$ cat config.mk
export PLATFORM = sky130hd
export DESIGN_NAME = csd_detect
export DESIGN_NICKNAME = d
export VERILOG_FILES = /design/src/hw/csd_pkg.sv /design/src/hw/csd_detect.sv /design/src/hw/csd_thresh.sv /design/src/hw/csd_shield.sv
export SDC_FILE = /design/constraint.sdc
export NUM_CORES = 1
export LEC_CHECK = 0
export BUFFER_PORTS_ARGS = -buffer_cell sky130_fd_sc_hd__clkbuf_2
export CORE_AREA = 2 2 399 282
export DETAILED_ROUTE_END_ITERATION = 7
export DIE_AREA = 0 0 401 284
export GPL_ROUTABILITY_DRIVEN = 0
export PLACE_DENSITY = 0.47
export SLEW_MARGIN = 20
export SYNTH_ARGS = -nofsm -noshare
export SYNTH_HDL_FRONTEND = slang
export SYNTH_HIERARCHICAL = 1
export SYNTH_SLANG_ARGS = --single-unit
export TNS_END_PERCENT = 100
$ cat constraint.sdc
create_clock -name clk_in -period 7.2 [get_ports clk_in]
set_input_delay 0 -clock clk_in [delete_from_list [all_inputs] [get_ports clk_in]]
set_output_delay 0 -clock clk_in [all_outputs]
set_load 0.03 [all_outputs]
$ cat src/hw/csd_pkg.sv
// shared constants for the capacitive detection and auxiliary logic
package csd_pkg;
   localparam int NUM_CH      = 20;
   localparam int NUM_PROX_CH = 4;
   localparam int CH_W        = 5;
   localparam int COUNT_W     = 16;
   localparam int COMP_W      = 6;
   localparam int LINE_W      = 16;
   localparam int GPIO_W      = 8;
   localparam int SHIELD_W    = 7;
   localparam int GROUP_W     = 3;
   localparam int CODE_W      = 2;
   localparam int NUM_W       = 5;

   // touch fraction numerators over 32, code 3 down to code 0
   // low and high range fractions
   localparam logic [19:0] TOUCH_NUM_LO = {5'h06, 5'h04, 5'h02, 5'h01};
   localparam logic [19:0] TOUCH_NUM_HI = {5'h14, 5'h10, 5'h0C, 5'h08};
   localparam int          TOUCH_SHIFT  = 5;
   // proximity deltas in counts, code 3 down to code 0
   // low and high deltas
   localparam logic [19:0] PROX_DELTA_LO = {5'h06, 5'h04, 5'h03, 5'h02};
   localparam logic [19:0] PROX_DELTA_HI = {5'h1E, 5'h14, 5'h10, 5'h08};

   localparam int             BASELINE_SHIFT = 4;
   localparam logic [COMP_W-1:0] COMP_MAX    = 6'h3F;

   // shield pair per charge group, group 4 down to group 0
   localparam logic [14:0] SHIELD_PAIR_TBL = {3'h3, 3'h2, 3'h1, 3'h0, 3'h0};
   localparam logic [GROUP_W-1:0] LAST_GROUP = 3'h4;

   localparam logic [1:0]        GPIO_SEL_FOUR  = 2'h1;
   localparam logic [1:0]        GPIO_SEL_EIGHT = 2'h2;
   localparam logic [GPIO_W-1:0] GPIO_MASK_FOUR = 8'h33;
   localparam logic [GPIO_W-1:0] GPIO_MASK_ALL  = 8'hFF;
   localparam int                GPIO_LINE_A    = 4;
   localparam int                GPIO_LINE_B    = 8;
   localparam logic [NUM_CH-1:0] PROX_GROUP_MASK  = 20'h0000F;
   localparam logic [NUM_CH-1:0] TOUCH_GROUP_MASK = 20'hFFFF0;
endpackage : csd_pkg

$ cat src/hw/csd_detect.sv
// detection, tuning, noise, shield, bypass, sleep and io logic
//
// Notes on behaviour
// - touch when count drops below baseline by at least selected fraction
// - low touch range codes give 1/32, 1/16, 2/16, 3/16
// - high touch range codes give 4/16, 6/16, 8/16, 10/16
// - one global touch range, per-channel 2-bit code within it
// - proximity when drop below baseline exceeds selected delta
// - proximity deltas 2,3,4,6 low and 8,16,20,30 high; default high code 0
// - one global proximity range switches all channel codes
// - tuning steps compensation upward until channel count reaches target or compensation reaches COMP_MAX
// - tuning request and busy act only after its window closes
// - rf noise shown to the master as a flag
// - noisy samples neither update baseline nor drive detection
// - manual shield may select line pairs 0 to 6, both sides
// - automatic shield pair per group: 0,0,1,2,3
// - proximity pin high while any of channels 0 to 3 reports proximity
// - sleep stops sensing and keeps all settings and data
// - bypass keeps converting without ready until proximity or an spi select is seen
// - bypass clears whenever communication resumes
// - 0, 4 or 8 lines become general purpose pins
// - pin direction changes only during a window
// - pin levels read or written only during a window
// - channels 0-3 proximity only, 4-19 both touch and proximity
// - baseline is a long-term average of each channel's count
`timescale 1ns/1ns
module csd_detect
   import csd_pkg::*;
(
   // clock and reset
   input  wire logic                     clk_in,
   input  wire logic                     reset_in,
   // conversion results
   input  wire logic                     sample_valid_in,
   input  wire logic [CH_W-1:0]          sample_channel_in,
   input  wire logic [COUNT_W-1:0]       sample_count_in,
   input  wire logic [GROUP_W-1:0]       sample_group_in,
   input  wire logic                     cycle_done_in,
   // pins from outside
   input  wire logic                     rf_noise_input_in,
   input  wire logic                     link_clock_in,
   input  wire logic                     link_select_n_in,
   input  wire logic                     spi_mode_strap_in,
   input  wire logic [GPIO_W-1:0]        gpio_pin_in,
   // settings
   input  wire logic                     touch_range_high_in,
   input  wire logic                     prox_range_low_in,
   input  wire logic [NUM_CH*CODE_W-1:0] touch_code_in,
   input  wire logic [NUM_CH*CODE_W-1:0] prox_code_in,
   input  wire logic                     sleep_in,
   input  wire logic                     bypass_cmd_in,
   input  wire logic                     tune_request_in,
   input  wire logic                     tune_touch_group_in,
   input  wire logic [COUNT_W-1:0]       tune_target_in,
   input  wire logic                     shield_auto_in,
   input  wire logic [SHIELD_W-1:0]      shield_manual_a_in,
   input  wire logic [SHIELD_W-1:0]      shield_manual_b_in,
   input  wire logic [1:0]               gpio_count_sel_in,
   input  wire logic                     dir_write_in,
   input  wire logic [GPIO_W-1:0]        dir_data_in,
   input  wire logic                     level_write_in,
   input  wire logic [GPIO_W-1:0]        level_data_in,
   // results and status
   output logic                          ready_out,
   output logic [NUM_CH-1:0]             touch_status_out,
   output logic [NUM_CH-1:0]             prox_status_out,
   output logic                          proximity_output_pin_out,
   output logic                          rf_noise_flag_out,
   output logic                          tune_busy_out,
   output logic [NUM_CH*COMP_W-1:0]      compensation_out,
   output logic                          sensing_enable_out,
   output logic                          bypass_active_out,
   output logic                          spi_mode_out,
   // lines and pins
   output logic [SHIELD_W-1:0]           shield_output_a_out,
   output logic [SHIELD_W-1:0]           shield_output_b_out,
   output logic [LINE_W-1:0]             sense_line_enable_out,
   output logic [GPIO_W-1:0]             gpio_out,
   output logic [GPIO_W-1:0]             gpio_oe_out,
   output logic [GPIO_W-1:0]             gpio_level_out
);
   function automatic logic [GPIO_W-1:0] io_mask(input logic [1:0] sel);
      io_mask = (sel == GPIO_SEL_EIGHT) ? GPIO_MASK_ALL :
                (sel == GPIO_SEL_FOUR)  ? GPIO_MASK_FOUR : '0;
   endfunction : io_mask

   logic [2:0]               rf_sync_reg, sck_sync_reg, sel_sync_reg;
   logic [1:0]               strap_sync_reg;
   logic [GPIO_W-1:0]        gpio_s1_reg, gpio_s2_reg;
   logic                     strap_taken_reg;
   logic [COUNT_W-1:0]       baseline_reg [NUM_CH];
   logic [NUM_CH-1:0]        seeded_reg, tune_done_reg;
   logic [NUM_CH-1:0][COMP_W-1:0] comp_reg;
   logic [NUM_CH-1:0]        prox_next, touch_next;
   logic                     link_active_reg, bypass_reg, resume_reg, tune_pend_reg;
   logic                     tune_group_reg, tune_req_grp_reg;
   logic [COUNT_W-1:0]       tune_target_reg;
   logic [GPIO_W-1:0]        dir_reg, level_reg;
   logic                     noisy, accept, ch_ok, window_close, window_open;
   logic                     sck_rise, sel_fall, sel_rise, touch_hit, prox_hit;
   logic [COUNT_W-1:0]       base_now;
   logic signed [COUNT_W:0]  diff;
   logic [NUM_CH-1:0]        tune_mask;
   logic [SHIELD_W-1:0]      shield_a, shield_b;
   logic [GPIO_W-1:0]        pin_mask;
   logic [LINE_W-1:0]        line_off;

   csd_thresh u_thresh (
      .count_in      (sample_count_in),
      .baseline_in   (base_now),
      .touch_code_in (touch_code_in[sample_channel_in*CODE_W +: CODE_W]),
      .prox_code_in  (prox_code_in[sample_channel_in*CODE_W +: CODE_W]),
      .touch_high_in (touch_range_high_in),
      .prox_high_in  (!prox_range_low_in),
      .touch_hit_out (touch_hit),
      .prox_hit_out  (prox_hit)
   );

   csd_shield u_shield (
      .auto_in     (shield_auto_in),
      .manual_a_in (shield_manual_a_in),
      .manual_b_in (shield_manual_b_in),
      .group_in    (sample_group_in),
      .sel_a_out   (shield_a),
      .sel_b_out   (shield_b)
   );

   // pin synchronisers; stage 0 feeds only stage 1
   always_ff @(posedge clk_in) begin
      rf_sync_reg    <= {rf_sync_reg[1:0], rf_noise_input_in};
      sck_sync_reg   <= {sck_sync_reg[1:0], link_clock_in};
      sel_sync_reg   <= {sel_sync_reg[1:0], link_select_n_in};
      strap_sync_reg <= {strap_sync_reg[0], spi_mode_strap_in};
      gpio_s1_reg    <= gpio_pin_in;
      gpio_s2_reg    <= gpio_s1_reg;
   end

   always_comb begin
      sck_rise = sck_sync_reg[1] && !sck_sync_reg[2];
      sel_fall = !sel_sync_reg[1] && sel_sync_reg[2];
      sel_rise = sel_sync_reg[1] && !sel_sync_reg[2];
      window_close = ready_out && link_active_reg && sel_rise;
      // no window while bypassed unless resuming
      window_open  = !ready_out && cycle_done_in && !sleep_in && (!bypass_reg || resume_reg);
      noisy    = rf_sync_reg[1];
      ch_ok    = sample_channel_in < CH_W'(NUM_CH);
      accept   = sample_valid_in && ch_ok && !noisy && !sleep_in;
      base_now = ch_ok ? baseline_reg[sample_channel_in] : '0;
      diff     = $signed({1'b0, sample_count_in}) - $signed({1'b0, base_now});
      tune_mask = tune_group_reg ? TOUCH_GROUP_MASK : PROX_GROUP_MASK;
      prox_next  = prox_status_out;
      touch_next = touch_status_out;
      if (accept) begin
         prox_next[sample_channel_in] = seeded_reg[sample_channel_in] && prox_hit;
         // touch only on channels 4 to 19
         touch_next[sample_channel_in] = seeded_reg[sample_channel_in] && touch_hit &&
                                         (sample_channel_in >= CH_W'(NUM_PROX_CH));
      end
   end

   // strap caught once after reset release
   always_ff @(posedge clk_in) begin
      if (reset_in) begin
         strap_taken_reg <= 1'b0;
         spi_mode_out    <= 1'b0;
      end else if (!strap_taken_reg) begin
         strap_taken_reg <= 1'b1;
         spi_mode_out    <= strap_sync_reg[1];
      end
   end

   // communication window on the ready line
   always_ff @(posedge clk_in) begin
      if (reset_in) begin
         ready_out       <= 1'b0;
         link_active_reg <= 1'b0;
      end else begin
         if (window_close) begin
            ready_out <= 1'b0;
         end else if (window_open) begin
            ready_out <= 1'b1;
         end
         // window ends only after the master actually clocked
         if (!ready_out) begin
            link_active_reg <= 1'b0;
         end else if (sck_rise && !sel_sync_reg[1]) begin
            link_active_reg <= 1'b1;
         end
      end
   end

   // bypass and resume
   always_ff @(posedge clk_in) begin
      if (reset_in) begin
         bypass_reg <= 1'b0;
         resume_reg <= 1'b0;
      end else if (window_open) begin
         bypass_reg <= 1'b0;
         resume_reg <= 1'b0;
      end else begin
         if (bypass_cmd_in && ready_out) begin
            bypass_reg <= 1'b1;
         end
         // proximity or spi select ends bypass
         // a select inside an open window is plain traffic
         if (bypass_reg && (|prox_status_out || (spi_mode_out && sel_fall && !ready_out))) begin
            resume_reg <= 1'b1;
         end
      end
   end
   assign bypass_active_out = bypass_reg;

   always_ff @(posedge clk_in) begin
      if (reset_in) begin
         seeded_reg <= '0;
         for (int i = 0; i < NUM_CH; i++) begin
            baseline_reg[i] <= '0;
         end
      end else if (accept) begin
         seeded_reg[sample_channel_in] <= 1'b1;
         if (!seeded_reg[sample_channel_in]) begin
            baseline_reg[sample_channel_in] <= sample_count_in;
         end else begin
            baseline_reg[sample_channel_in] <= base_now +
               COUNT_W'(diff >>> BASELINE_SHIFT);
         end
      end
   end

   // status, proximity pin and noise flag
   always_ff @(posedge clk_in) begin
      if (reset_in) begin
         prox_status_out          <= '0;
         touch_status_out         <= '0;
         proximity_output_pin_out <= 1'b0;
         rf_noise_flag_out        <= 1'b0;
      end else begin
         prox_status_out          <= prox_next;
         touch_status_out         <= touch_next;
         proximity_output_pin_out <= |prox_next[NUM_PROX_CH-1:0];
         // noise seen, set wins over the window clear
         if (sample_valid_in && noisy) begin
            rf_noise_flag_out <= 1'b1;
         end else if (window_close) begin
            rf_noise_flag_out <= 1'b0;
         end
      end
   end

   // automatic tuning
   always_ff @(posedge clk_in) begin
      if (reset_in) begin
         tune_pend_reg    <= 1'b0;
         tune_busy_out    <= 1'b0;
         tune_group_reg   <= 1'b0;
         tune_req_grp_reg <= 1'b0;
         tune_target_reg  <= '0;
         tune_done_reg    <= '0;
         comp_reg         <= '0;
      end else begin
         if (tune_request_in && ready_out) begin
            tune_pend_reg    <= 1'b1;
            tune_req_grp_reg <= tune_touch_group_in;
            tune_target_reg  <= tune_target_in;
         end
         // starts only once the window has closed
         if (window_close && (tune_pend_reg || tune_request_in)) begin
            tune_pend_reg  <= 1'b0;
            tune_busy_out  <= 1'b1;
            tune_group_reg <= tune_request_in ? tune_touch_group_in : tune_req_grp_reg;
            tune_done_reg  <= '0;
         end else if (tune_busy_out) begin
            if ((tune_done_reg & tune_mask) == tune_mask) begin
               tune_busy_out <= 1'b0;
            end else if (accept && tune_mask[sample_channel_in]) begin
               if (sample_count_in < tune_target_reg &&
                   comp_reg[sample_channel_in] != COMP_MAX) begin
                  comp_reg[sample_channel_in] <= comp_reg[sample_channel_in] + 1'b1;
               end else begin
                  tune_done_reg[sample_channel_in] <= 1'b1;
               end
            end
         end
      end
   end
   assign compensation_out = comp_reg;

   // shield drive, registered
   always_ff @(posedge clk_in) begin
      if (reset_in) begin
         shield_output_a_out <= '0;
         shield_output_b_out <= '0;
         sensing_enable_out  <= 1'b0;
      end else begin
         // manual mask passes through when not automatic
         shield_output_a_out <= shield_a;
         shield_output_b_out <= shield_b;
         sensing_enable_out  <= !sleep_in;
      end
   end

   // general purpose pins
   always_comb begin
      pin_mask = io_mask(gpio_count_sel_in);
      line_off = '0;
      for (int i = 0; i < GPIO_W / 2; i++) begin
         line_off[GPIO_LINE_A + i]  = pin_mask[i];
         line_off[GPIO_LINE_B + GPIO_LINE_A + i] = pin_mask[GPIO_W / 2 + i];
      end
   end

   always_ff @(posedge clk_in) begin
      if (reset_in) begin
         dir_reg               <= '0;
         level_reg             <= '0;
         gpio_out              <= '0;
         gpio_oe_out           <= '0;
         gpio_level_out        <= '0;
         sense_line_enable_out <= '0;
      end else begin
         if (dir_write_in && ready_out) begin
            dir_reg <= dir_data_in;
         end
         if (level_write_in && ready_out) begin
            level_reg <= level_data_in;
         end
         if (ready_out) begin
            gpio_level_out <= gpio_s2_reg & pin_mask;
         end
         // io lines leave the sensing set
         sense_line_enable_out <= ~line_off;
         gpio_oe_out           <= dir_reg & pin_mask;
         gpio_out              <= level_reg & pin_mask;
      end
   end

   property p_pin;
      @(posedge clk_in) disable iff (reset_in)
      proximity_output_pin_out == |prox_status_out[NUM_PROX_CH-1:0];
   endproperty
   a_pin: assert property (p_pin) else $error("proximity pin mismatch");

   property p_noise;
      @(posedge clk_in) disable iff (reset_in)
      sample_valid_in && noisy |=> $stable(prox_status_out) && $stable(touch_status_out)
                                   && rf_noise_flag_out;
   endproperty
   a_noise: assert property (p_noise) else $error("noisy sample changed status");

   property p_sleep;
      @(posedge clk_in) disable iff (reset_in)
      sleep_in |=> $stable(prox_status_out) && !sensing_enable_out;
   endproperty
   a_sleep: assert property (p_sleep) else $error("sensing while asleep");

   property p_tune;
      @(posedge clk_in) disable iff (reset_in)
      $rose(tune_busy_out) |-> $past(window_close);
   endproperty
   a_tune: assert property (p_tune) else $error("tuning began inside a window");

   property p_bypass;
      @(posedge clk_in) disable iff (reset_in)
      $rose(ready_out) |-> $past(!bypass_reg || resume_reg) && !bypass_active_out;
   endproperty
   a_bypass: assert property (p_bypass) else $error("ready raised during bypass");

   property p_dir;
      @(posedge clk_in) disable iff (reset_in)
      !ready_out |=> $stable(dir_reg) && $stable(level_reg);
   endproperty
   a_dir: assert property (p_dir) else $error("pin setting changed outside window");

   property p_touch_split;
      @(posedge clk_in) disable iff (reset_in)
      touch_status_out[NUM_PROX_CH-1:0] == '0;
   endproperty
   a_touch_split: assert property (p_touch_split) else $error("touch on proximity channel");

   property p_shield;
      @(posedge clk_in) disable iff (reset_in)
      shield_auto_in && sample_group_in == LAST_GROUP |=> shield_output_a_out == 7'h08;
   endproperty
   a_shield: assert property (p_shield) else $error("auto shield pair wrong");
endmodule : csd_detect

$ cat src/hw/csd_thresh.sv
// compares one count against its baseline with touch and proximity codes
`timescale 1ns/1ns
module csd_thresh
   import csd_pkg::*;
(
   // sample and reference
   input  wire logic [COUNT_W-1:0] count_in,
   input  wire logic [COUNT_W-1:0] baseline_in,
   // settings
   input  wire logic [CODE_W-1:0]  touch_code_in,
   input  wire logic [CODE_W-1:0]  prox_code_in,
   input  wire logic               touch_high_in,
   input  wire logic               prox_high_in,
   // decisions
   output logic                    touch_hit_out,
   output logic                    prox_hit_out
);
   logic [COUNT_W-1:0]         drop;
   logic [NUM_W-1:0]           num;
   logic [NUM_W-1:0]           delta;
   logic [COUNT_W+NUM_W-1:0]   product;
   logic [COUNT_W-1:0]         touch_thr;

   always_comb begin
      // a touch lowers the count, so only a drop counts
      drop      = (count_in < baseline_in) ? baseline_in - count_in : '0;
      num       = touch_high_in ? TOUCH_NUM_HI[touch_code_in*NUM_W +: NUM_W]
                                : TOUCH_NUM_LO[touch_code_in*NUM_W +: NUM_W];
      delta     = prox_high_in ? PROX_DELTA_HI[prox_code_in*NUM_W +: NUM_W]
                               : PROX_DELTA_LO[prox_code_in*NUM_W +: NUM_W];
      product   = baseline_in * num;
      touch_thr = product[TOUCH_SHIFT +: COUNT_W];
      touch_hit_out = (drop >= touch_thr) && (drop != '0);
      prox_hit_out  = drop > COUNT_W'(delta);
   end
endmodule : csd_thresh

$ cat src/hw/csd_shield.sv
// picks shielded line pairs, manual mask or automatic per group
`timescale 1ns/1ns
module csd_shield
   import csd_pkg::*;
(
   // control
   input  wire logic                auto_in,
   input  wire logic [SHIELD_W-1:0] manual_a_in,
   input  wire logic [SHIELD_W-1:0] manual_b_in,
   input  wire logic [GROUP_W-1:0]  group_in,
   // selection
   output logic      [SHIELD_W-1:0] sel_a_out,
   output logic      [SHIELD_W-1:0] sel_b_out
);
   logic [GROUP_W-1:0] pair;

   always_comb begin
      pair      = SHIELD_PAIR_TBL[group_in*GROUP_W +: GROUP_W];
      sel_a_out = manual_a_in;
      sel_b_out = manual_b_in;
      if (auto_in) begin
         sel_a_out = '0;
         if (group_in <= LAST_GROUP) begin
            sel_a_out[pair] = 1'b1;
         end
         sel_b_out = sel_a_out;
      end
   end
endmodule : csd_shield

==> impl_metrics.json <==
{
  "placed_area_um2": 37100,
  "cp_max_fo": 16,
  "cts_tree": "built",
  "cpPeakStageDelay_ps": 490,
  "ioPinCount": 398,
  "synth_top_family_by_area": "simple AND/OR/NAND/NOR gates",
  "reg2reg_depth": 32,
  "status": "finished, final reports clean",
  "critPathKind": "reg2reg",
  "root_buffer": "clkbuf_16",
  "min_path_cells": 4,
  "pre_cts_slack_ps": -36.8,
  "rrSetupSlack_ps": 360,
  "drc_errors": 0,
  "drive_above_1_share": 0.234,
  "clk_pin_slew_ps": 70,
  "synth_cell_types": 89,
  "start_util": 0.299,
  "vias_per_cell": 5.04,
  "synth_cells": 3063,
  "die_h_um": 284,
  "hold_viol_final": 0,
  "min_to": "dir_reg[5]",
  "fp-row-count": 102,
  "timing_worst_slew_pin_value_ps": 1130,
  "synthMuxAreaShare": 0.136,
  "crit_slowest_cell": "fa_1",
  "gr-usage-all-layers": 0.204,
  "post_drt_wl_per_cell_um": 23.3,
  "setup_slack_ps": 362,
  "maxSlewHeadroom": 0.247,
  "clk_latency_ps": 670,
  "clock-sinks": 640,
  "startpoint_type": "flop",
  "cts_max_level": 2,
  "setup_viol": 0,
  "synthSimpleGateAreaFrac": 0.150,
  "grt_max_degree": 72,
  "die_w_um": 401,
  "maxSlewViolCount": 0,
  "synth-adder-area-share": 0.0696,
  "worstReg2RegEnd": "touch_status_out[17]",
  "final_common_cell": "nor2_1",
  "hp-class": "in2reg",
  "critPathRequiredTime_ps": 7770,
  "cp-end-kind": "flop",
  "total_power_mw": 8.80,
  "synth-edff-count": 328,
  "dieArea_um2": 114000,
  "p_per_area_nw_per_um2": 217,
  "hold_start": "dir_write_in",
  "drv_cap": 0,
  "dr.pass1.iters": 5,
  "period_share": 0.950,
  "final_cell_area_um2": 40500,
  "hpwlAfterDp_mm": 86.8,
  "syn_area_um2": 32900,
  "ant_nets": 0,
  "fmax_ghz": 0.146,
  "ys_seq_area_frac": 0.490,
  "ys.flop_type": "edfxtp_1",
  "synth_warnings": 6,
  "coreArea_um2": 110000,
  "worstPathArrival_ps": 7410,
  "grt_overflow": 0,
  "finalCriticalPeriod_ps": 6840,
  "ys_ff_latch": 640,
  "yosys.area_share.xor_xnor": 0.0120,
  "routed_wl_mm": 119,
  "ir_drop_mv": 0.198,
  "cts_made_buffers": 61,
  "p_leak_nw": 17.3,
  "cts_buffer_depth": 3,
  "io_buffer_count": 397,
  "grt_pass1_wl_mm": 175,
  "mostFrequentLayoutCells": "nor2_1, clkbuf_2, edfxtp_1",
  "reg2reg_from": "baseline_reg[14][4]",
  "n_fill_cell": 11000,
  "nNetsFinal": 3937,
  "finalClockSkew_ps": 39.3,
  "drt_iter0_drc": 2378,
  "largest_reg_flops": 328,
  "synth_compound_area_frac": 0.0924,
  "grt_pass1_vias": 24800,
  "antenna_found_initial": 1,
  "dr_total_vias": 25800,
  "area_delta_synth_final_pct": 23.1,
  "avgSynthCellArea_um2": 10.7,
  "async_flop_share": 0
}
layout make-up:
type | instances | area (um2) | share of cell area
clock buffer | 92 | 1800 | 0.0444
clock inverter | 19 | 154 | 0.00380
timing repair buffer | 679 | 4620 | 0.114
inverter | 168 | 631 | 0.0156
antenna | 1 | 2.50 | 0.0000618
sequential | 640 | 16100 | 0.398
tap | 1456 | 1820 | 0.0450
multi-input combinational | 2053 | 15400 | 0.379
kinds of logic (layout without fill, tap and decap cells):
family,count (synthesis),count (layout)
simple gates,1080,1080
mux,292,292
other cells,1,9
xor+xnor,45,45
buf+inv,377,958
flops,640,640
fa+ha+maj,157,157
compound gates,471,471
synthesized netlist by cell type (23+ instances only):
cell / number / area (um2)
nor2_1: 503 / 1890
edfxtp_1: 328 / 9850
dfxtp_1: 312 / 6250
nand2_1: 241 / 905
inv_1: 168 / 631
mux2i_1: 167 / 1670
a21oi_1: 142 / 711
mux4_2: 123 / 2770
ha_1: 114 / 1430
clkbuf_1: 112 / 420
o21ai_0: 107 / 536
nand3_1: 72 / 360
and2_1: 57 / 357
buf_2: 45 / 225
fa_1: 43 / 861
nor2b_1: 43 / 269
buf_4: 31 / 233
a21o_1: 27 / 203
a22oi_1: 27 / 203
a31oi_1: 26 / 163
and3_1: 26 / 163
xnor2_1: 23 / 201
layer usage:
| metal | up-vias | wire length [um] | global-route usage |
|---|---|---|---|
| met5 | - | 0 | 0 |
| met4 | 0 | 2460 | 0.0440 |
| met3 | 129 | 9100 | 0.0425 |
| met2 | 896 | 49900 | 0.293 |
| met1 | 12800 | 57300 | 0.313 |
| li1 | 11900 | - | - |
timing repair:
action,4_1_cts,5_1_grt
resized for setup,0,25
endpoints found under the setup margin,0,16
hold buffers,132,0
hold endpoints to repair,122,0
buffers inserted,0,1
worst max-delay path, delay by kind of cell (launching register included):
family | cells | cell delay [ps]
fa+ha+maj | 5 | 1990
flops | 1 | 370
simple gates | 3 | 460
buf+inv | 7 | 700
compound gates | 15 | 2600
xor+xnor | 1 | 140
mux | 1 | 470
power breakdown:
part,internal (mW),leakage (nW),total [mW],switching (mW)
registers,3.92,5.85,3.95,0.0319
logic,0.636,10.5,1.60,0.965
clock network,1.76,0.957,3.24,1.49
through the flow:
step                      setup TNS (ps)  instances  hold slack (ps)  utilization
after detailed placement            -328       4863              104        0.337
after floorplan                        0       3070             27.7            -
after CTS                              0       5106             28.6        0.367
after global placement                 0       4863              104        0.337
final                                  0       5108             45.1        0.368
after global routing                -352       5108             54.4        0.368
worst max path at each step:
stage,start,end,slack [ps],cells after the start
6_report,baseline_reg[14][4],touch_status_out[17],360,32
3_5_place_dp,sample_channel_in[0],touch_status_out[11],-40,32
2_1_floorplan,sample_channel_in[1],touch_status_out[10],50,35
3_3_place_gp,sample_channel_in[0],touch_status_out[16],20,33
4_1_cts,baseline_reg[12][4],touch_status_out[16],4,32
5_1_grt,baseline_reg[12][4],touch_status_out[17],-40,32
Note: power is estimated with default switching activity, not from simulation.
